**src/common/sts_map.vh**
```
// Register map, field layout and timing constants of the shock sequencer
`ifndef STS_MAP_VH
`define STS_MAP_VH
// Register byte addresses
`define STS_REG_CTRL 8'h00
`define STS_REG_STATUS 8'h04
`define STS_REG_EPISODE 8'h08
`define STS_REG_ZCFG0 8'h10
`define STS_REG_ENERGY0 8'h40
`define STS_REG_ENERGY_END 8'h9c
// Control fields
`define STS_CTRL_ENABLE 0
`define STS_CTRL_SEPARATE 1
// Zone config fields
`define STS_ZCFG_SHOCK_EN 0
`define STS_ZCFG_CONFIRM 1
`define STS_ZCFG_WAVE_LO 2
`define STS_ZCFG_POL_LO 4
`define STS_ZCFG_PATH_LO 6
`define STS_ZCFG_RESET 8'h03
// Classification codes from detection
`define STS_CLS_SINUS 3'h0
`define STS_CLS_BRADY 3'h1
`define STS_CLS_BELOW 3'h2
`define STS_CLS_SLOW 3'h3
`define STS_CLS_MID 3'h4
`define STS_CLS_FIB 3'h5
// Zone numbers
`define STS_ZONE_SLOW 2'h0
`define STS_ZONE_FIB 2'h2
// Shock sequence limits
`define STS_SHOCKS 4'h8
`define STS_SKIP_POS 3'h2
`define STS_ABORT_HITS 3'h3
`define STS_MIN_JOULES 8'h02
// Times in their own units and clock rate
`define STS_CLK_MHZ 125
`define STS_WINDOW_MS 2000
`define STS_PHASE1_US 23000
`define STS_PAUSE_US 1000
`define STS_PHASE2_US 17000
`define STS_BLANK_MS 1000
`endif

```
**src/design/sts_sequencer.v**
```verilog
// Shock therapy sequencer with Avalon-MM register slave
//
// Implementation choices: the Avalon-MM interface to the registers and the register offsets.
`timescale 1ns/1ns
`include "sts_map.vh"
module sts_sequencer #(
  parameter MAX_JOULES = 8'd40,
  parameter WINDOW_CYC = `STS_WINDOW_MS * `STS_CLK_MHZ * 1000,
  parameter PHASE1_CYC = `STS_PHASE1_US * `STS_CLK_MHZ,
  parameter PAUSE_CYC = `STS_PAUSE_US * `STS_CLK_MHZ,
  parameter PHASE2_CYC = `STS_PHASE2_US * `STS_CLK_MHZ,
  parameter BLANK_CYC = `STS_BLANK_MS * `STS_CLK_MHZ * 1000
) (
  // Clock, reset, enable
  input wire clock,
  input wire reset_n,
  input wire ce,
  // Avalon-MM slave
  input wire [7:0] address,
  input wire read,
  input wire write,
  input wire [31:0] writedata,
  output reg [31:0] readdata,
  output wire waitrequest,
  // Detection unit
  input wire class_valid,
  input wire [2:0] class_code,
  input wire episode_end,
  input wire r_wave,
  input wire asystole,
  input wire accel_detected,
  // High-voltage stage
  input wire charge_done,
  input wire phase_done,
  output reg charge_on,
  output reg dump,
  output reg fire,
  output reg fire_unsync,
  output reg [1:0] shock_phase,
  output reg [7:0] shock_energy,
  output reg shock_polarity,
  output reg shock_waveform,
  output reg [1:0] shock_path,
  // Pacing and therapy status
  output reg blanking,
  output reg post_shock_pace,
  output reg atp_blocked,
  output reg therapy_done
);
  localparam S_IDLE = 3'h0;
  localparam S_CHARGE = 3'h1;
  localparam S_WAIT = 3'h2;
  localparam S_SHOCK = 3'h3;
  localparam S_BLANK = 3'h4;
  localparam S_POST = 3'h5;
  localparam S_DUMP = 3'h6;

  reg [2:0] state;
  reg [1:0] ctrl;
  reg [7:0] zcfg [0:2];
  reg [7:0] energy_mem [0:23];
  reg ack;
  reg [1:0] zone;
  reg [2:0] pos;
  reg [3:0] delivered;
  reg [3:0] max_count;
  reg [7:0] last_energy;
  reg [3:0] history;
  reg veto;
  reg shocked;
  reg [2:0] zone_block;
  reg [31:0] timer;
  integer i;

  // Decoded request and event classes
  wire req = read | write;
  wire is_tach = (class_code == `STS_CLS_SLOW) | (class_code == `STS_CLS_MID) |
    (class_code == `STS_CLS_FIB);
  wire is_slowish = (class_code == `STS_CLS_SINUS) | (class_code == `STS_CLS_BRADY);
  wire [1:0] ev_zone = class_code[1:0] - 2'h3;
  wire [7:0] cfg = zcfg[ctrl[`STS_CTRL_SEPARATE] ? zone : `STS_ZONE_FIB];
  wire [7:0] ev_cfg = zcfg[ctrl[`STS_CTRL_SEPARATE] ? ev_zone : `STS_ZONE_FIB];
  wire confirm = cfg[`STS_ZCFG_CONFIRM];
  wire [2:0] hits = {2'h0, history[0]} + {2'h0, history[1]} +
    {2'h0, history[2]} + {2'h0, history[3]};
  wire abort_met = hits >= `STS_ABORT_HITS;
  wire mem_hit = address >= `STS_REG_ENERGY0 && address <= `STS_REG_ENERGY_END;
  wire [7:0] mem_off = address - `STS_REG_ENERGY0;
  wire [4:0] mem_idx = mem_off[6:2];
  wire zcfg_hit = address[7:4] == 4'h1 && address[3:2] != 2'h3;

  // One wait cycle on every access, answer in the next
  assign waitrequest = req & ~ack;

  // Energy of the pending shock
  reg [7:0] prog_e;
  reg [7:0] next_energy;
  reg flip_pol;
  reg flip_wave;
  always @*
  begin
    prog_e = energy_mem[{zone, 3'h0} + {2'h0, pos}];
    if (prog_e < `STS_MIN_JOULES)
      prog_e = `STS_MIN_JOULES;
    if (prog_e > MAX_JOULES)
      prog_e = MAX_JOULES;
    next_energy = (pos < `STS_SKIP_POS) ? prog_e : MAX_JOULES;
    if (next_energy < last_energy)
      next_energy = last_energy;
    // Alternation starts with the second maximum-energy shock
    flip_pol = 1'b0;
    flip_wave = 1'b0;
    if (next_energy == MAX_JOULES)
    begin
      if (cfg[`STS_ZCFG_POL_LO + 1] && cfg[`STS_ZCFG_WAVE_LO + 1])
      begin
        flip_pol = max_count[0];
        flip_wave = max_count[1];
      end
      else
      begin
        flip_pol = cfg[`STS_ZCFG_POL_LO + 1] & max_count[0];
        flip_wave = cfg[`STS_ZCFG_WAVE_LO + 1] & max_count[0];
      end
    end
  end

  // Register writes and bus acknowledge
  always @(posedge clock or negedge reset_n)
  begin
    if (!reset_n)
    begin
      ack <= 1'b0;
      ctrl <= 2'h0;
      readdata <= 32'h0;
      for (i = 0; i < 3; i = i + 1)
        zcfg[i] <= `STS_ZCFG_RESET;
      for (i = 0; i < 24; i = i + 1)
        energy_mem[i] <= `STS_MIN_JOULES;
    end
    else if (ce)
    begin
      ack <= req & ~ack;
      if (req && !ack)
      begin
        // Read data is captured now so it stands at the answer edge
        readdata <= 32'h0;
        if (address == `STS_REG_CTRL)
          readdata <= {30'h0, ctrl};
        else if (address == `STS_REG_STATUS)
          readdata <= {15'h0, zone_block, therapy_done, atp_blocked, shocked, zone, 1'b0, history, veto, state};
        else if (address == `STS_REG_EPISODE)
          readdata <= {13'h0, pos, max_count, delivered, last_energy};
        else if (zcfg_hit)
          readdata <= {24'h0, zcfg[address[3:2]]};
        else if (mem_hit)
          readdata <= {24'h0, energy_mem[mem_idx]};
      end
      // Write lands at the answer edge, while the master still holds it
      if (write && ack)
      begin
        if (address == `STS_REG_CTRL)
          ctrl <= writedata[1:0];
        else if (zcfg_hit)
          zcfg[address[3:2]] <= writedata[7:0];
        else if (mem_hit)
          energy_mem[mem_idx] <= writedata[7:0];
      end
    end
  end

  // Therapy sequencer
  always @(posedge clock or negedge reset_n)
  begin
    if (!reset_n)
    begin
      state <= S_IDLE;
      zone <= 2'h0;
      pos <= 3'h0;
      delivered <= 4'h0;
      max_count <= 4'h0;
      last_energy <= 8'h0;
      history <= 4'h0;
      veto <= 1'b0;
      shocked <= 1'b0;
      zone_block <= 3'h0;
      timer <= 32'h0;
      charge_on <= 1'b0;
      dump <= 1'b0;
      fire <= 1'b0;
      fire_unsync <= 1'b0;
      shock_phase <= 2'h0;
      shock_energy <= 8'h0;
      shock_polarity <= 1'b0;
      shock_waveform <= 1'b0;
      shock_path <= 2'h0;
      blanking <= 1'b0;
      post_shock_pace <= 1'b0;
      atp_blocked <= 1'b0;
      therapy_done <= 1'b0;
    end
    else if (ce)
    begin
      fire <= 1'b0;
      dump <= 1'b0;
      case (state)
        S_IDLE, S_POST:
        begin
          post_shock_pace <= (state == S_POST) &&
            (asystole || (class_valid && class_code == `STS_CLS_BRADY)) ? 1'b1 :
            (class_valid ? 1'b0 : post_shock_pace);
          if (state == S_POST && episode_end)
          begin
            // Termination closes the episode
            state <= S_IDLE;
            post_shock_pace <= 1'b0;
            shocked <= 1'b0;
            atp_blocked <= 1'b0;
            zone_block <= 3'h0;
            delivered <= 4'h0;
            pos <= 3'h0;
            max_count <= 4'h0;
            last_energy <= 8'h0;
            therapy_done <= 1'b0;
          end
          else if (class_valid && is_tach && ctrl[`STS_CTRL_ENABLE])
          begin
            // Slow-zone redetection with no slow shocks re-allows pacing
            if (ev_zone == `STS_ZONE_SLOW && !ev_cfg[`STS_ZCFG_SHOCK_EN])
              atp_blocked <= 1'b0;
            if (ev_cfg[`STS_ZCFG_SHOCK_EN] && !zone_block[ev_zone] && delivered < `STS_SHOCKS)
            begin
              state <= S_CHARGE;
              zone <= ev_zone;
              charge_on <= 1'b1;
              history <= 4'h0;
              veto <= 1'b0;
              post_shock_pace <= 1'b0;
            end
            else if (delivered >= `STS_SHOCKS)
              therapy_done <= 1'b1;
          end
        end
        S_CHARGE:
        begin
          // Rhythm watched only when confirmation is on
          if (confirm && class_valid)
          begin
            history <= {history[2:0], is_slowish};
            if (class_code == `STS_CLS_BRADY || class_code == `STS_CLS_BELOW)
              veto <= 1'b1;
          end
          if (confirm && abort_met)
          begin
            // Early stop, charge bled into the internal load
            charge_on <= 1'b0;
            dump <= 1'b1;
            state <= S_DUMP;
          end
          else if (charge_done)
          begin
            charge_on <= 1'b0;
            timer <= 32'h0;
            state <= S_WAIT;
          end
        end
        S_WAIT:
        begin
          timer <= timer + 32'h1;
          shock_energy <= next_energy;
          shock_polarity <= cfg[`STS_ZCFG_POL_LO] ^ flip_pol;
          shock_waveform <= cfg[`STS_ZCFG_WAVE_LO] ^ flip_wave;
          shock_path <= cfg[`STS_ZCFG_PATH_LO + 1 -: 2];
          if (confirm)
          begin
            if (class_valid && is_tach)
            begin
              fire <= 1'b1;
              fire_unsync <= 1'b0;
              timer <= 32'h0;
              shock_phase <= 2'h1;
              state <= S_SHOCK;
            end
            else if (timer >= WINDOW_CYC - 1 || (class_valid && class_code == `STS_CLS_BRADY))
            begin
              dump <= 1'b1;
              state <= S_DUMP;
            end
          end
          else if (r_wave || timer >= WINDOW_CYC - 1)
          begin
            fire <= 1'b1;
            fire_unsync <= ~r_wave;
            timer <= 32'h0;
            shock_phase <= 2'h1;
            state <= S_SHOCK;
          end
        end
        S_SHOCK:
        begin
          // Phase lengths capped here whatever the stage reports
          timer <= timer + 32'h1;
          if ((shock_phase == 2'h1 && (phase_done || timer >= PHASE1_CYC - 1)) ||
            (shock_phase == 2'h2 && timer >= PAUSE_CYC - 1))
          begin
            shock_phase <= shock_phase + 2'h1;
            timer <= 32'h0;
          end
          else if (shock_phase == 2'h3 && (phase_done || timer >= PHASE2_CYC - 1))
          begin
            shock_phase <= 2'h0;
            timer <= 32'h0;
            delivered <= delivered + 4'h1;
            pos <= (pos == 3'h7) ? pos : pos + 3'h1;
            last_energy <= shock_energy;
            if (shock_energy == MAX_JOULES)
              max_count <= max_count + 4'h1;
            shocked <= 1'b1;
            atp_blocked <= 1'b1;
            blanking <= 1'b1;
            state <= S_BLANK;
          end
        end
        S_BLANK:
        begin
          // Sensed events dropped while post-shock potentials settle
          timer <= timer + 32'h1;
          if (timer >= BLANK_CYC - 1)
          begin
            blanking <= 1'b0;
            state <= S_POST;
          end
        end
        S_DUMP:
        begin
          // Shock not counted; later delivery resumes no earlier than the third slot
          if (pos < `STS_SKIP_POS)
            pos <= `STS_SKIP_POS;
          state <= S_POST;
        end
        default:
          state <= S_IDLE;
      endcase
      // Accelerating therapy barred; placed last so the mark beats a clear
      if (accel_detected && state != S_IDLE)
        zone_block[zone] <= 1'b1;
    end
  end
endmodule

```
**config.mk**
```make
export PLATFORM = sky130hd
export DESIGN_NAME = sts_sequencer
export DESIGN_NICKNAME = d
export VERILOG_FILES = /design/src/design/sts_sequencer.v
export VERILOG_INCLUDE_DIRS = /design/src /design/src/common
export SDC_FILE = /design/constraint.sdc
export NUM_CORES = 1
export LEC_CHECK = 0
export ABC_CLOCK_PERIOD_IN_PS = 5240
export BUFFER_PORTS_ARGS = -buffer_cell sky130_fd_sc_hd__buf_2
export CORE_UTILIZATION = 55
export DETAILED_ROUTE_END_ITERATION = 12
export PLACE_DENSITY = 0.79
export SYNTH_ARGS = -nofsm -noshare
export SYNTH_HDL_FRONTEND = slang
export SYNTH_SLANG_ARGS = --single-unit
```
**constraint.sdc**
```tcl
create_clock -name clock -period 5.24 [get_ports clock]
set_input_delay 1.048 -clock clock [delete_from_list [all_inputs] [get_ports clock]]
set_output_delay 1.048 -clock clock [all_outputs]
set_load 0.005 [all_outputs]
```
==> Implementation_results.wiki <==
{| class="wikitable"
! Metric !! Value
|-
| Number of placement rows || 66
|-
| Total of flip-flops plus latches after synthesis || 325
|-
| Largest clock skew in the final design || 0.0129 ns
|-
| Final period demand of the worst path || 4.90 ns
|-
| Mapped cell area || 18,300 um^2
|-
| Gate Count Post-Synth || 1,603
|-
| Vias after detailed routing || 13,900
|-
| DRC violations left || 0
|-
| Worst VDD drop || 0.337 mV
|-
| Actual slew at the worst max-slew pin || 1.13 ns
|-
| Area share of and/or/nand/nor cells after synthesis || 11.7%
|-
| Worst max-slew margin expressed relative to the limit || 24.8%
|-
| Routed metal-1 wirelength || 19.3 mm
|-
| Setup violators final || 0
|-
| Amount of wire on met2 after detailed routing || 22.6 mm
|-
| Standard cell with the maximum stage delay on the critical path || sky130_fd_sc_hd__dfrtp_1
|-
| Total number of yosys warnings || 0
|-
| Nets@finish || 1,728
|-
| Pin count of the biggest net entering global routing || 158
|-
| Worst hold path type || primary input to asynchronous set/reset pin
|-
| Sequential share of power || 40.5%
|-
| Synthesized area per cell || 11.4 um^2
|-
| Global Route Usage Sum || 28.9%
|-
| Net switching fraction of the power || 30.0%
|-
| Sum Neg Setup Slack || 0 ns
|-
| Portion of total power attributed to the clock network || 38.0%
|-
| Biggest cell delay along the critical path || 0.67 ns
|-
| Buffers on Ports || 72
|-
| Cells resized by post-CTS repair || 0
|-
| Number of vias per cell || 6.54
|-
| Crit path max-delay family || compound AO/OA/AOI/OAI gates
|-
| Minimum hold slack || 0.408 ns
|-
| Outcome || finished clean
|-
| Overall die height || 185 um
|-
| Area share of fa/ha/maj cells after synthesis || 1.61%
|-
| Clock tree from TritonCTS || done
|-
| Maximum fanout along the worst path || 16
|-
| Buffer and inverter count on the worst path || 1
|-
| First-pass GRT wire length || 75.8 mm
|-
| Count of distinct cell types in the synthesized netlist || 90
|-
| Kind of end point of the critical path || flop
|-
| Switch Pwr || 2180 uW
|-
| Cell-internal power || 5070 uW
|-
| Count of flip-flops with a built-in enable after synthesis || 0
|-
| Number of top-level pins || 110
|-
| Post-synth top area share || 40.3%
|-
| Top library cells by usage in the layout, fill and taps aside || sky130_fd_sc_hd__dfrtp_1 (294), sky130_fd_sc_hd__mux2_2 (237), sky130_fd_sc_hd__nand2_1 (127)
|-
| Largest cells by area after synthesis || sky130_fd_sc_hd__dfrtp_1 (40%), sky130_fd_sc_hd__mux2_2 (15%), sky130_fd_sc_hd__mux4_2 (9.1%), sky130_fd_sc_hd__dfstp_2 (4.3%), sky130_fd_sc_hd__o21ai_0 (3.1%)
|-
| Initial detailed-routing violation count || 1,314
|-
| Synthesized-area fraction occupied by ao, oa, aoi and oai cells || 11.0%
|-
| Maximum Capacitance Violations || 0
|-
| Area growth from synthesis to final layout || 11.2%
|-
| Async set-or-reset flop fraction in the synthesized netlist || 100%
|-
| RD Place Congestion || 0.929
|-
| Biggest area consumer among synthesized cells || sky130_fd_sc_hd__dfrtp_1
|-
| Combinational share of power || 21.6%
|-
| Number of antenna violations at the first check in global routing || 3
|-
| Number of levels the H-tree was split into || 2
|-
| Crit share post-route || 93.5%
|-
| Setup Buffers After CTS || 0
|-
| Total grt overflow || 0
|-
| Standard cell area after detailed placement || 19,000 um^2
|-
| Sequential element share of the synthesized area || 44.6%
|-
| Final design area excluding fillers || 20,400 um^2
|-
| Detail Route met3 WL || 4.38 mm
|-
| Main combinational cell family by area after synthesis || multiplexers
|-
| Top FF cell, synth || sky130_fd_sc_hd__dfrtp_1
|-
| WL per Instance || 22.8 um
|-
| Maximum buffer depth of the clock tree || 3
|-
| Number of hold violations in the final report || 0
|-
| Via count of the first global-routing pass || 13,600
|-
| Initial Utilization || 56.1%
|-
| Initial DRT Pass Iterations || 6
|-
| Routed Wire Length || 48.4 mm
|-
| Reported leakage power || 0.00910 uW
|-
| Max Freq || 204 MHz
|-
| Worst EP required || 5.61 ns
|-
| Number of clock buffers inserted by TritonCTS || 37
|-
| Skew-Pair Late Insertion Delay || 0.52 ns
|-
| Clock transition at the registers of the reported paths || 0.06 ns
|-
| Routed Antenna Nets || 0
|-
| Critical path, cell by cell || buf_4 > o311ai_0 > o21ai_0 > o21a_1 > o21ai_0 > and3_4 > nand4_1 > ha_1 > a211oi_1 > a221oi_1 > a21oi_1 > a21oi_1 > nor3_1 > o32ai_1 > o311ai_0
|-
| DIE AREA || 34,100 um^2
|-
| Kind of critical path || flop to flop
|-
| Area share of xor/xnor cells in the synthesized design || 0.0478%
|-
| Crit path launch type || flop
|-
| Clock tree sinks || 325
|-
| Top routing layer in use || met5
|-
| Fraction of layout instances using a drive strength above 1 || 32.7%
|-
| Pins over their slew limit || 0
|-
| Unrepaired setup endpoints after global routing || no
|-
| CP Data Arrival Time || 5.27 ns
|-
| X dimension of the die || 185 um
|-
| Hold Buf Count CTS || 0
|-
| Multiplexer fraction of the synthesized cell area || 27.3%
|-
| Total half-perimeter wirelength after legalization and detailed placement || 33.3 mm
|-
| Most common library cell in the layout ignoring fill and taps || sky130_fd_sc_hd__dfrtp_1
|-
| Clock root buffer master || sky130_fd_sc_hd__clkbuf_16
|-
| Power per unit of standard cell area || 355 nW/um^2
|-
| Total core area || 32,700 um^2
|}
[cell usage after synthesis (14+ instances only)]
cell                       instances
sky130_fd_sc_hd__a21oi_1          41
sky130_fd_sc_hd__mux4_2           74
sky130_fd_sc_hd__nand2b_1         17
sky130_fd_sc_hd__a22oi_1          26
sky130_fd_sc_hd__buf_2            23
sky130_fd_sc_hd__buf_4            17
sky130_fd_sc_hd__and3_1           19
sky130_fd_sc_hd__a22o_1           16
sky130_fd_sc_hd__dfstp_2          30
sky130_fd_sc_hd__mux2i_1          54
sky130_fd_sc_hd__o311ai_0         14
sky130_fd_sc_hd__ha_1             22
sky130_fd_sc_hd__mux2_2          237
sky130_fd_sc_hd__or3_1            15
sky130_fd_sc_hd__nor2_1          101
sky130_fd_sc_hd__o21ai_0         112
sky130_fd_sc_hd__nor3_1           28
sky130_fd_sc_hd__inv_1            32
sky130_fd_sc_hd__nand2_1         127
sky130_fd_sc_hd__nand3_1          40
sky130_fd_sc_hd__clkbuf_1         63
sky130_fd_sc_hd__dfrtp_1         295
[per-layer routing]
layer  vias up  global-route usage [%]
li1       6077                       -
met1      6916                    37.9
met2       701                    46.1
met3       171                    6.40
met4         4                    12.7
met5         -                       0
[area by class of cell]
class,count,area (um^2)
clock buffer,56,1120
sequential,325,8170
tap,442,553
multi-input combinational,1143,9540
fill,2491,12300
antenna,2,5.00
timing repair buffer,109,688
clock inverter,11,184
inverter,34,128
[worst register-to-register path, cell delays in order (launching register included)]
cell,delay [ns]
sky130_fd_sc_hd__dfrtp_1,0.67
sky130_fd_sc_hd__buf_4,0.36
sky130_fd_sc_hd__o311ai_0,0.45
sky130_fd_sc_hd__o21ai_0,0.16
sky130_fd_sc_hd__o21a_1,0.19
sky130_fd_sc_hd__o21ai_0,0.51
sky130_fd_sc_hd__and3_4,0.33
sky130_fd_sc_hd__nand4_1,0.17
sky130_fd_sc_hd__ha_1,0.34
sky130_fd_sc_hd__a211oi_1,0.08
sky130_fd_sc_hd__a221oi_1,0.39
sky130_fd_sc_hd__a21oi_1,0.15
sky130_fd_sc_hd__a21oi_1,0.37
sky130_fd_sc_hd__nor3_1,0.12
sky130_fd_sc_hd__o32ai_1,0.27
sky130_fd_sc_hd__o311ai_0,0.18
[cells by family (layout without fill, tap and decap cells)]
kind of cell | Yosys count | count (layout)
simple gates | 434 | 434
mux | 370 | 370
flops | 325 | 325
compound gates | 300 | 300
buf+inv | 149 | 210
fa+ha+maj | 23 | 23
other cells | 1 | 17
xor+xnor | 1 | 1
[flip-flops by register name, summed over array words and instances (netlist names), 3 cells and up]
| name | cells |
|---|---|
| readdata | 19 |
| pos | 3 |
| max_count | 4 |
| state | 3 |
| delivered | 4 |
| energy_mem | 192 |
| timer | 32 |
| last_energy | 8 |
| history | 4 |
| zcfg | 24 |
| zone_block | 3 |
| shock_energy | 8 |
[power by group through the flow]
| stage | registers [uW] | logic, uW | clock network, uW |
|---|---|---|---|
| global placement | 2950 | 1480 | 0 |
| finish | 2930 | 1560 | 2750 |
| detailed placement | 2970 | 1520 | 0 |
| global route | 2960 | 1700 | 2890 |
| floorplan | 2850 | 1130 | 0 |
| CTS | 2920 | 1530 | 2790 |
[path summary, 6_finish.rpt]
path / startpoint / end / slack, ns / cells after the start
setup / recovery: pos[0] / shock_waveform / 0.34 / 15
hold / removal: reset_n / timer[4] / 0.41 / 1
setup reg to reg: pos[0] / shock_waveform / 0.34 / 15
hold reg to reg: readdata[5] / readdata[5] / 0.47 / 2
max in group asynchronous: reset_n / energy_mem[16] / 3.67 / 2
min in group clock: readdata[5] / readdata[5] / 0.47 / 2
[through the flow]
step	std cells	utilization [%]	worst slack [ns]	power [uW]
after floorplan	1617	-	1.35	3980
after global placement	2049	58.3	0.508	4430
after detailed placement	2049	58.3	0.368	4490
after CTS	2116	62.2	0.370	7240
after global routing	2120	62.3	0.134	7550
final	2122	62.3	0.342	7240
No activity file was read; power rests on OpenSTA's default activity.
